<file path="src/rtl/sfc_map.vh">
`ifndef SFC_MAP_VH
`define SFC_MAP_VH
// ----------------------------------------------------------------
// Flow control constants
// ----------------------------------------------------------------
`define SFC_XOFF_CODE 8'h13
`define SFC_XON_CODE 8'h11
`define SFC_ADDR_W 8
`define SFC_DEPTH 9'h0100
`define SFC_ALMOST_FULL 9'h00F0
`define SFC_ALMOST_EMPTY 9'h0010
`define SFC_CFG_XON_BIT 7
`endif

</file>
<file path="src/rtl/sfc_flow.v">
`timescale 1ns/1ps
`include "sfc_map.vh"
// Summary of operation
// - Every received payload character that finds room is held in the buffer until the bus side takes it.
// - Hardware request/clear flow control is always active.
// - Request-to-send is asserted while the buffer is below almost-full and not throttled.
// - Request-to-send drops when the buffer reaches the almost-full level.
// - At almost-empty, request-to-send returns and XON is sent if enabled.
// - Transmission stops at once when clear-to-send drops.
// - Transmission resumes as soon as clear-to-send returns.
// - Character flow control is enabled only by switch 8 of bank two.
// - With it enabled, XOFF (19) is sent before the buffer can overflow.
// - With it enabled, XON (17) is sent when input can be accepted again.
// - A received XOFF suspends transmission until a received XON.
// - While enabled, received 19 and 17 are control codes, never payload.
// - Data-terminal-ready is asserted once the device is out of reset.
module sfc_flow (
  input wire clk_i,
  input wire sys_rst_i,
  input wire [7:0] second_config_switch_bank_i,
  input wire cts_i,
  input wire rx_valid_i,
  input wire [7:0] rx_data_i,
  input wire bus_rd_i,
  output reg bus_valid_o,
  output reg [7:0] bus_data_o,
  input wire tx_valid_i,
  input wire [7:0] tx_data_i,
  output reg tx_ready_o,
  output reg uart_tx_valid_o,
  output reg [7:0] uart_tx_data_o,
  input wire uart_tx_ready_i,
  output reg rts_o,
  output reg dtr_o,
  output reg overflow_o
);
  // ----------------------------------------------------------------
  // Input synchronisers
  // ----------------------------------------------------------------
  reg [2:0] cts_sync_r;
  reg cts_ok_r;
  reg [2:0] sw_sync_r;
  reg xon_en_r;
  wire cts_ok_nxt;

  // The qualified level the pin will show after this edge; the ready logic looks ahead with it.
  assign cts_ok_nxt = (cts_sync_r[1] == cts_sync_r[2]) ? cts_sync_r[2] : cts_ok_r;

  // Pins pass three flops; a change counts when the last two agree.
  always @(posedge clk_i or posedge sys_rst_i) begin
    if (sys_rst_i) begin
      cts_sync_r <= 3'h0;
      cts_ok_r <= 1'b0;
      sw_sync_r <= 3'h0;
      xon_en_r <= 1'b0;
    end else begin
      cts_sync_r <= {cts_sync_r[1:0], cts_i};
      sw_sync_r <= {sw_sync_r[1:0], second_config_switch_bank_i[`SFC_CFG_XON_BIT]};
      cts_ok_r <= cts_ok_nxt;
      if (sw_sync_r[1] == sw_sync_r[2]) begin
        xon_en_r <= sw_sync_r[2];
      end
    end
  end

  // ----------------------------------------------------------------
  // Flow code decoding
  // ----------------------------------------------------------------
  // Both the buffer and the peer pause logic decode the same two codes.
  function is_xoff(input [7:0] c);
    is_xoff = (c == `SFC_XOFF_CODE);
  endfunction

  function is_xon(input [7:0] c);
    is_xon = (c == `SFC_XON_CODE);
  endfunction

  // ----------------------------------------------------------------
  // Receive buffer
  // ----------------------------------------------------------------
  reg [7:0] wr_ptr_r;
  reg [7:0] rd_ptr_r;
  reg [8:0] count_r;
  wire [7:0] ram_q;
  wire is_ctrl;
  wire full;
  wire push;
  wire pop;
  reg pending_r;

  // Flow codes are consumed, not stored, while character control is on.
  assign is_ctrl = xon_en_r && (is_xoff(rx_data_i) || is_xon(rx_data_i));
  assign full = (count_r == `SFC_DEPTH);
  assign push = rx_valid_i && !is_ctrl && !full;
  // A pop is only issued when the output stage is free or being read.
  assign pop = (count_r != 9'h0000) && !pending_r && (!bus_valid_o || bus_rd_i);

  sfc_ram u_ram (
    .clk_i(clk_i),
    .wr_en_i(push),
    .wr_addr_i(wr_ptr_r),
    .wr_data_i(rx_data_i),
    .rd_addr_i(rd_ptr_r),
    .rd_data_o(ram_q)
  );

  // Pointers, occupancy and the registered output stage toward the bus side.
  always @(posedge clk_i or posedge sys_rst_i) begin
    if (sys_rst_i) begin
      wr_ptr_r <= 8'h00;
      rd_ptr_r <= 8'h00;
      count_r <= 9'h0000;
      pending_r <= 1'b0;
      bus_valid_o <= 1'b0;
      bus_data_o <= 8'h00;
      overflow_o <= 1'b0;
    end else begin
      if (push) begin
        wr_ptr_r <= wr_ptr_r + 8'h01;
      end
      if (pop) begin
        rd_ptr_r <= rd_ptr_r + 8'h01;
      end
      count_r <= count_r + {8'h00, push} - {8'h00, pop};
      pending_r <= pop;
      // Memory data arrives one cycle after the pop address was presented.
      if (pending_r) begin
        bus_valid_o <= 1'b1;
        bus_data_o <= ram_q;
      end else if (bus_rd_i) begin
        bus_valid_o <= 1'b0;
      end
      // Sticky: a host that ignored throttling lost a character.
      if (rx_valid_i && !is_ctrl && full) begin
        overflow_o <= 1'b1;
      end
    end
  end

  // ----------------------------------------------------------------
  // Receive throttle with hysteresis
  // ----------------------------------------------------------------
  reg throttled_r;
  reg xoff_req_r;
  reg xon_req_r;
  reg peer_xoff_r;
  wire send_code;
  wire thr_set;
  wire thr_clr;
  wire peer_xoff_nxt;

  // Entry and exit of the throttled state use two separate levels.
  assign thr_set = !throttled_r && (count_r >= `SFC_ALMOST_FULL);
  assign thr_clr = throttled_r && (count_r <= `SFC_ALMOST_EMPTY);
  // Peer pause state; the ready logic reads the next value so that a pause takes effect without lag.
  assign peer_xoff_nxt = !xon_en_r ? 1'b0 :
    (rx_valid_i && is_xoff(rx_data_i)) ? 1'b1 :
    (rx_valid_i && is_xon(rx_data_i)) ? 1'b0 : peer_xoff_r;

  // The almost-full margin of sixteen absorbs characters still in flight.
  always @(posedge clk_i or posedge sys_rst_i) begin
    if (sys_rst_i) begin
      throttled_r <= 1'b0;
      rts_o <= 1'b0;
      dtr_o <= 1'b0;
      xoff_req_r <= 1'b0;
      xon_req_r <= 1'b0;
      peer_xoff_r <= 1'b0;
    end else begin
      dtr_o <= 1'b1;
      if (thr_set) begin
        throttled_r <= 1'b1;
        xoff_req_r <= xon_en_r;
        xon_req_r <= 1'b0;
      end else if (thr_clr) begin
        throttled_r <= 1'b0;
        xon_req_r <= xon_en_r;
        xoff_req_r <= 1'b0;
      end else if (send_code) begin
        xoff_req_r <= 1'b0;
        xon_req_r <= 1'b0;
      end
      // Hardware handshake stays active regardless of the switch.
      rts_o <= !throttled_r && !(count_r >= `SFC_ALMOST_FULL);
      peer_xoff_r <= peer_xoff_nxt;
    end
  end

  // ----------------------------------------------------------------
  // Transmit path
  // ----------------------------------------------------------------
  wire tx_free;
  wire data_go;
  wire code_pend_nxt;
  wire tx_busy_nxt;

  // Flow codes go out ahead of data and ignore a peer XOFF, but not CTS.
  assign tx_free = !uart_tx_valid_o || uart_tx_ready_i;
  assign send_code = (xoff_req_r || xon_req_r) && cts_ok_r && tx_free;
  assign data_go = tx_valid_i && tx_ready_o;
  // Ready is promised one cycle ahead, so it is built from next-cycle state: an accepted
  // character always finds the transmitter slot free and never collides with a flow code.
  assign code_pend_nxt = (thr_set || thr_clr) ? xon_en_r : (!send_code && (xoff_req_r || xon_req_r));
  assign tx_busy_nxt = send_code || data_go || (uart_tx_valid_o && !uart_tx_ready_i);

  // The character in the transmitter is withdrawn-free: valid only rises when clear.
  always @(posedge clk_i or posedge sys_rst_i) begin
    if (sys_rst_i) begin
      uart_tx_valid_o <= 1'b0;
      uart_tx_data_o <= 8'h00;
      tx_ready_o <= 1'b0;
    end else begin
      if (send_code) begin
        uart_tx_valid_o <= 1'b1;
        uart_tx_data_o <= xoff_req_r ? `SFC_XOFF_CODE : `SFC_XON_CODE;
      end else if (data_go) begin
        uart_tx_valid_o <= 1'b1;
        uart_tx_data_o <= tx_data_i;
      end else if (uart_tx_ready_i) begin
        uart_tx_valid_o <= 1'b0;
      end
      // Stop at once on CTS loss, resume as soon as it returns.
      tx_ready_o <= cts_ok_nxt && !peer_xoff_nxt && !code_pend_nxt && !tx_busy_nxt;
    end
  end
endmodule // sfc_flow

</file>
<file path="src/rtl/sfc_ram.v">
`timescale 1ns/1ps
// ----------------------------------------------------------------
// Receive character memory
// ----------------------------------------------------------------
module sfc_ram (
  input wire clk_i,
  input wire wr_en_i,
  input wire [7:0] wr_addr_i,
  input wire [7:0] wr_data_i,
  input wire [7:0] rd_addr_i,
  output reg [7:0] rd_data_o
);
  reg [7:0] mem [0:255];

  // Write port and registered read port; no reset needed for storage.
  always @(posedge clk_i) begin
    if (wr_en_i) begin
      mem[wr_addr_i] <= wr_data_i;
    end
    rd_data_o <= mem[rd_addr_i];
  end
endmodule // sfc_ram

</file>
<file path="config.mk">
export PLATFORM = sky130hd
export DESIGN_NAME = sfc_flow
export DESIGN_NICKNAME = d
export VERILOG_FILES = /design/src/rtl/sfc_flow.v /design/src/rtl/sfc_ram.v
export VERILOG_INCLUDE_DIRS = /design/src /design/src/rtl
export SDC_FILE = /design/constraint.sdc
export NUM_CORES = 2
export LEC_CHECK = 0
export ABC_AREA = 0
export BUFFER_PORTS_ARGS = -buffer_cell sky130_fd_sc_hd__buf_2
export CORE_UTILIZATION = 30
export CTS_CLUSTER_DIAMETER = 100
export DETAILED_ROUTE_END_ITERATION = 6
export GPL_TIMING_DRIVEN = 1
export PLACE_DENSITY_LB_ADDON = 0.08
export SLEW_MARGIN = 25
export SYNTH_ARGS = -nofsm -noshare
export SYNTH_HDL_FRONTEND = slang
export SYNTH_SLANG_ARGS = --single-unit
</file>
<file path="constraint.sdc">
create_clock -name clk_i -period 4.23 [get_ports clk_i]
set_clock_uncertainty 0.2 [all_clocks]
set_input_delay 0.423 -clock clk_i [delete_from_list [all_inputs] [get_ports clk_i]]
set_output_delay 0.423 -clock clk_i [all_outputs]
set_load 0.01 [all_outputs]
</file>
# ---- Yosys cells after proc, flatten, opt, wreduce, memory -nomap -nowiden
# Memories as Yosys holds them, arrays and structs flattened. A register that Yosys moved wholly into a read port is not among the register bits.
# Cells that the tools add are included.
dict set report op_classes {
  magnitude_cmp 2
  n_mux 22
  n_reduce_logical 44
  eq_ne 5
  add_sub_neg 4
}
# op count
set op_table {}
lappend op_table {{1-bit logical AND} 19}
lappend op_table {{1-bit 2-to-1 mux} 19}
lappend op_table {{8-bit by 1-bit adder with 8-bit output (second input constant)} 2}
lappend op_table {{8-bit by 5-bit equality test with 1-bit output (second input constant)} 2}
lappend op_table {{8-bit 2-to-1 mux} 2}
lappend op_table {{1-bit logical NOT} 12}
lappend op_table {{9-bit by 1-bit adder with 9-bit output} 1}
lappend op_table {{9-bit equality test (second input constant)} 1}
lappend op_table {{9-bit by 8-bit >= comparator with 1-bit output (second input constant)} 1}
lappend op_table {{9-bit by 5-bit <= comparator with 1-bit output (second input constant)} 1}
lappend op_table {{9-bit nonzero test} 1}
lappend op_table {{9-bit by 1-bit subtractor with 9-bit output} 1}
lappend op_table {{1-bit logical OR} 7}
lappend op_table {{2-bit nonzero test} 3}
lappend op_table {{3-bit nonzero test} 2}
lappend op_table {{1-bit equality test} 2}
lappend op_table {{2-bit 2-to-1 mux} 1}
dict set report word_totals {
  n_memories 1
  regBits 60
  output_inout_bits 22
  inputBits 31
  ramBits 2048
  word_cells 98
}
# name depth word_bits read_ports rd_ports_with_merged_regs wr line
set memory_table {}
lappend memory_table {u_ram.mem 256 8 1 1 1 sfc_ram.v:13} ;# reg [7:0] mem [0:255];

# ---- Depth between registers and ports, before layout
dict set report logic_depth {
  depth_word 9
  depth_mapped 20
  mapped_depth_nobuf 19
}

# ---- Cells and area by module
# A second synthesis with hierarchy kept.
dict set report unflattened {
  cells_unflattened 3979
  hier_area_um2 82441.6
}
# mod cells_per_inst area_each_um2 seq_area_each_um2 instances
set by_module_without_submodules {}
lappend by_module_without_submodules {sfc_ram 3733 79556.3 61659.1 1}
lappend by_module_without_submodules {sfc_flow 246 2885.3 1501.4 1}

# ---- Worst setup path before layout
# OpenSTA, ideal clock, no wires.
dict set report synth_path {
  path_type {reg-to-reg}
  from {reg count_r[6]}
  to {reg count_r[8]}
  path_slack_ps 894
  synth_period_minus_slack_ps 3336
  path_stages_with_launch 21
  arrival_time_ps 3057
  cell_sequence {dfrtp_1 inv_1 ha_1 nand2_1 nor3_1 nand3_1 and2_1 buf_2 inv_1 ha_1 inv_1 ha_1 fa_1 nand2b_1 a21oi_1 o21ai_0 a21oi_1 nor2_1 o21bai_1 a21oi_1 xor2_1}
}
dict set report synth_via {
  elab_chain_len 5
  elab_cells_between_ends 8
}
# element line
set synth_lines {}
lappend synth_lines {{from (decl)} sfc_flow.v:83} ;# reg [8:0] count_r;
lappend synth_lines {{from (signal assigned)} sfc_flow.v:124} ;# count_r <= count_r + {8'h00, push} - {8'h00, pop};
lappend synth_lines {{9-bit equality test (no line)} -}
lappend synth_lines {{1-bit logical NOT} sfc_flow.v:94} ;# assign push = rx_valid_i && !is_ctrl && !full;
lappend synth_lines {{1-bit logical AND} sfc_flow.v:94}
lappend synth_lines {{9-bit by 1-bit adder with 9-bit output} sfc_flow.v:124}
lappend synth_lines {{9-bit by 1-bit subtractor with 9-bit output (*)} sfc_flow.v:124}
# Every way passes the cells marked *; elsewhere a longest branch is shown, timed or not.
# A chain may end at the register's enable or synchronous reset.

==> results list <==
* Area added between synthesis and finish: 17.20%
* Largest net degree at the start of global routing: 188
- Setup repair after global routing left no endpoint under its margin.
- For flop-to-flop paths, the worst setup slack is between 200 and 300 ps.
- The first global-routing pass estimated roughly 370000 µm of wire.
* Clk Latency, worst-skew pair: about 900 ps
- Worst slew pin tran: 1046 ps
- Cells with a size suffix above 1 make up 22.92% of the layout.
* DRC Markers: 0
- Final count of negative-setup-slack endpoints: 0
- The worst-case IR drop observed on VDD is 0.0004019 V.
- The worst setup path is launched from a register.
- After Yosys synthesis, and, or, nand and nor cells account for 2.804% of the synthesized area.
- Of the total synthesized cell area, the portion taken by XOR and XNOR cells is 0.2215%.
- When the netlist entered floorplanning its net count stood at ~4200.
* Category of the critical setup timing path: register to register
- Register bit total from synthesis: around 2100
* Storage element area: roughly 63000 µm²
- The die covers between 200000 and 300000 µm².
- Net count of the finished layout: approximately 4600
- After clock tree synthesis, the clock-pin slew on the worst setup and hold paths is about 60 ps.
- The tree is rooted in a sky130_fd_sc_hd__clkbuf_16.
- Yosys printed 0 warnings.
- Dividing the detail-routed via count by the number of cells gives 5.033.
* Placement-stage worst setup slack: -42.95 ps
- Post-DR wirelength/cell: roughly 32 µm
- Final period demand of the worst path: roughly 3900 ps
* Dominant combinational cell family by area after synthesis: multiplexers
- Clock tree from TritonCTS: done
- Cell area power density: 667.9 nW/µm²
- Of the total synthesized cell area, the portion taken by full adders, half adders and majority gates is less than 1%.
* Number of maximum-capacitance violations: 0
* Compound-Gate Fraction of Synth Area: 3.893%
* Maximum buffer depth of the clock tree: 4
- Cell count after synthesis: 4166
* Final hold vios: 0
* Number of port buffers: 45
- For this run, the total global-route usage over all layers was measured as 19.22%.
- Measured along the x axis, the die boundary spans 528.1 µm.
* Sequential-to-total area share from yosys stat: 76.06%
- Final-layout fill cell count: 25740
- The path class of the tightest hold or removal check is primary input to register.
- Static timing analysis puts the maximum clock frequency at between 200 and 300 MHz.
- Global placer's final weighted congestion: 0.7902
- Total chip power: approximately 65 mW
- Share of synthesized flip-flops with an asynchronous set or reset: 2.836%
- Data arrives at the worst endpoint at around 4500 ps.
- Once routing completed, OpenROAD measured the worst setup slack at about 300 ps.
- Data required time of the worst path: around 4800 ps
- The worst setup path is captured at a register.
- Before antenna repair, the detailed router went through 5 iterations.
- The most used flip-flop cell after synthesis is sky130_fd_sc_hd__edfxtp_1.
- Detailed routing inserted a total of 42340 vias.
- Counting flops with a built-in enable in the synthesized netlist gives ~2000.
- The clock net in this run drives a total of around 2100 sinks.
- The initial antenna violation count came to 27.
* Standby leakage power: ~31 nW
* Outcome: complete, no violations
* Max-slew headroom: about 30%
- The number of clock buffers added by TritonCTS is 242.
- Via count of the first global-routing pass: roughly 43000
* Mean Syn Cell Area: between 15 and 20 µm²
- The mapped netlist covers between 80000 and 90000 µm².
- Core occupancy in the finished layout: 35.48%
- Maximum net fanout on the critical path: 14
- Routed wire length: 269500 µm
- Die span in y: between 500 and 600 µm
- Max-slew violations: 0
- The H-tree was split into 4 levels.
* Number of core rows: roughly 190
* Detailed Route Iter0 Violations: around 3700
* Synth cell types: just over 70
- Initial standard-cell utilization of the core: 30.27%
- Num ports: 53
* Footprint of the multi-input gates: roughly 18000 µm²
- The total area inside the core boundary comes to between 200000 and 300000 µm².
- For this run the aggregate overflow at the end of global routing stands at 0.
- Detailed placement ended at an HPWL of between 150000 and 200000 µm.
- Mux share of post-synthesis cell area: 14.45%
- Final ANT Viol Nets: 0
- Final critical-path share of the clock period: between 90% and 100%
## stage by stage
step	setup TNS, ps	instance area (µm²)	hold slack, ps	instances
2_1_floorplan	0	83040	131.2	4166
3_3_place_gp	-7994	89170	138.2	7925
3_5_place_dp	-506.4	89190	137.0	7925
4_1_cts	0	97220	5.398	8403
5_1_grt	0	97310	17.06	8408
6_report	0	97320	19.52	8412
## sequential cells by signal, summed over array words and instances (netlist names), 3 cells and up
name	flops
uart_tx_data_o	8
cts_sync_r	3
u_ram.mem	2048
u_ram.rd_data_o	8
wr_ptr_r	8
sw_sync_r	3
count_r	9
rd_ptr_r	8
bus_data_o	8
## layout make-up
type                            instances  share of cell area, %
Multi-Input combinational cell       1781                  18.71
Timing Repair Buffer                  361                  3.676
Antenna cell                            5                0.01286
Tap cell                             3686                  4.739
Sequential cell                      2116                  64.92
Inverter                               26                 0.1093
Clock buffer                          304                  6.526
Clock inverter                        133                  1.307
## synth_stat cells (25+ instances only)
cell | number | area, µm²
sky130_fd_sc_hd__nand2_1 | 101 | 379.1
sky130_fd_sc_hd__o221ai_1 | 99 | 867.1
sky130_fd_sc_hd__mux2i_1 | 329 | 3293
sky130_fd_sc_hd__a22oi_1 | 25 | 187.7
sky130_fd_sc_hd__a211oi_1 | 30 | 225.2
sky130_fd_sc_hd__mux4_2 | 367 | 8265
sky130_fd_sc_hd__a21oi_1 | 102 | 510.5
sky130_fd_sc_hd__o21ai_0 | 34 | 170.2
sky130_fd_sc_hd__buf_2 | 42 | 210.2
sky130_fd_sc_hd__nor3_1 | 50 | 250.2
sky130_fd_sc_hd__edfxtp_1 | 2048 | 61500
sky130_fd_sc_hd__o22ai_1 | 73 | 456.7
sky130_fd_sc_hd__nand3_1 | 28 | 140.1
sky130_fd_sc_hd__clkbuf_1 | 103 | 386.6
sky130_fd_sc_hd__nor2_1 | 297 | 1115
sky130_fd_sc_hd__dfrtp_1 | 60 | 1501
sky130_fd_sc_hd__ha_1 | 25 | 312.8
sky130_fd_sc_hd__buf_6 | 33 | 371.6
## worst max-delay path, stage by stage (launching register included)
cell and delay, ps:
sky130_fd_sc_hd__dfrtp_4 780, sky130_fd_sc_hd__buf_12 260, sky130_fd_sc_hd__buf_4 250, sky130_fd_sc_hd__buf_4 240, sky130_fd_sc_hd__mux4_2 570, sky130_fd_sc_hd__a22o_1 270, sky130_fd_sc_hd__a221oi_1 490, sky130_fd_sc_hd__o21bai_1 190
sky130_fd_sc_hd__o32a_1 300, sky130_fd_sc_hd__a32o_1 240
## what timing repair did
action                                  in CTS  in global routing
resized for setup                            0                  2
hold endpoints to repair                   308                 53
buffers inserted                             0                  0
hold buffers                                41                  1
endpoints found under the setup margin       0                  1
## metal layers
metal | GRT usage (%) | up-vias | part of all wire [%]
met5 | 0 | - | 0.0067
met4 | 4.231 | 2 | 2.2
met3 | 2.929 | 286 | 4.6
met2 | 31.44 | 1087 | 48
met1 | 26.89 | 23020 | 45
li1 | - | 17940 | -
## report_power, final
| group | internal [mW] | leakage [nW] | switching, mW | total (mW) |
|---|---|---|---|---|
| clock | 11.9 | 3.73 | 8.49 | 20.4 |
| sequential | 23.5 | 19.2 | 0.611 | 24.1 |
| combinational | 7.81 | 8.19 | 12.7 | 20.5 |
| total | 43.2 | 31.1 | 21.8 | 65.0 |
## worst paths after layout
kind | start | endpoint | cells past startpoint
setup / recovery | rd_ptr_r[0]$_DFFE_PP0P_ | u_ram.rd_data_o[7]$_DFF_P_ | 9
hold / removal | rx_data_i[7] | u_ram.mem[16][7]$_DFFE_PP_ | 2
setup reg to reg | rd_ptr_r[0]$_DFFE_PP0P_ | u_ram.rd_data_o[7]$_DFF_P_ | 9
hold reg to reg | cts_sync_r[0]$_DFF_PP0_ | cts_sync_r[1]$_DFF_PP0_ | 0
max in group asynchronous | sys_rst_i | rd_ptr_r[2]$_DFFE_PP0P_ | 5
min in group asynchronous | sys_rst_i | uart_tx_valid_o$_DFFE_PP0P_ | 4
## cells in the final DEF, fill, tap and decap left out, drive strengths merged, types with 23 or more instances in the layout
master	instances
o22ai	73
nand3	28
mux4	376
dfrtp	60
a22oi	25
buf	319
nand2	101
o221ai	99
clkinv	104
nor3	50
bufinv	23
nor2b	24
ha	25
a21oi	102
dlygate4sd3	42
clkbuf	304
edfxtp	2048
a211oi	30
o21ai	40
inv	28
mux2i	329
nor2	297
## kinds of logic (layout without fill, tap and decap cells)
kind of cell,Yosys count,in the layout
DFF,2116,2116
muxes,723,723
and+or+nand+nor,545,545
AOI/OAI and AO/OA,463,463
buffers and inverters,269,824
adders and majority gates,28,28
xor gates and xnor gates,21,21
other,1,6
Note: power is estimated with default switching activity, not from simulation.
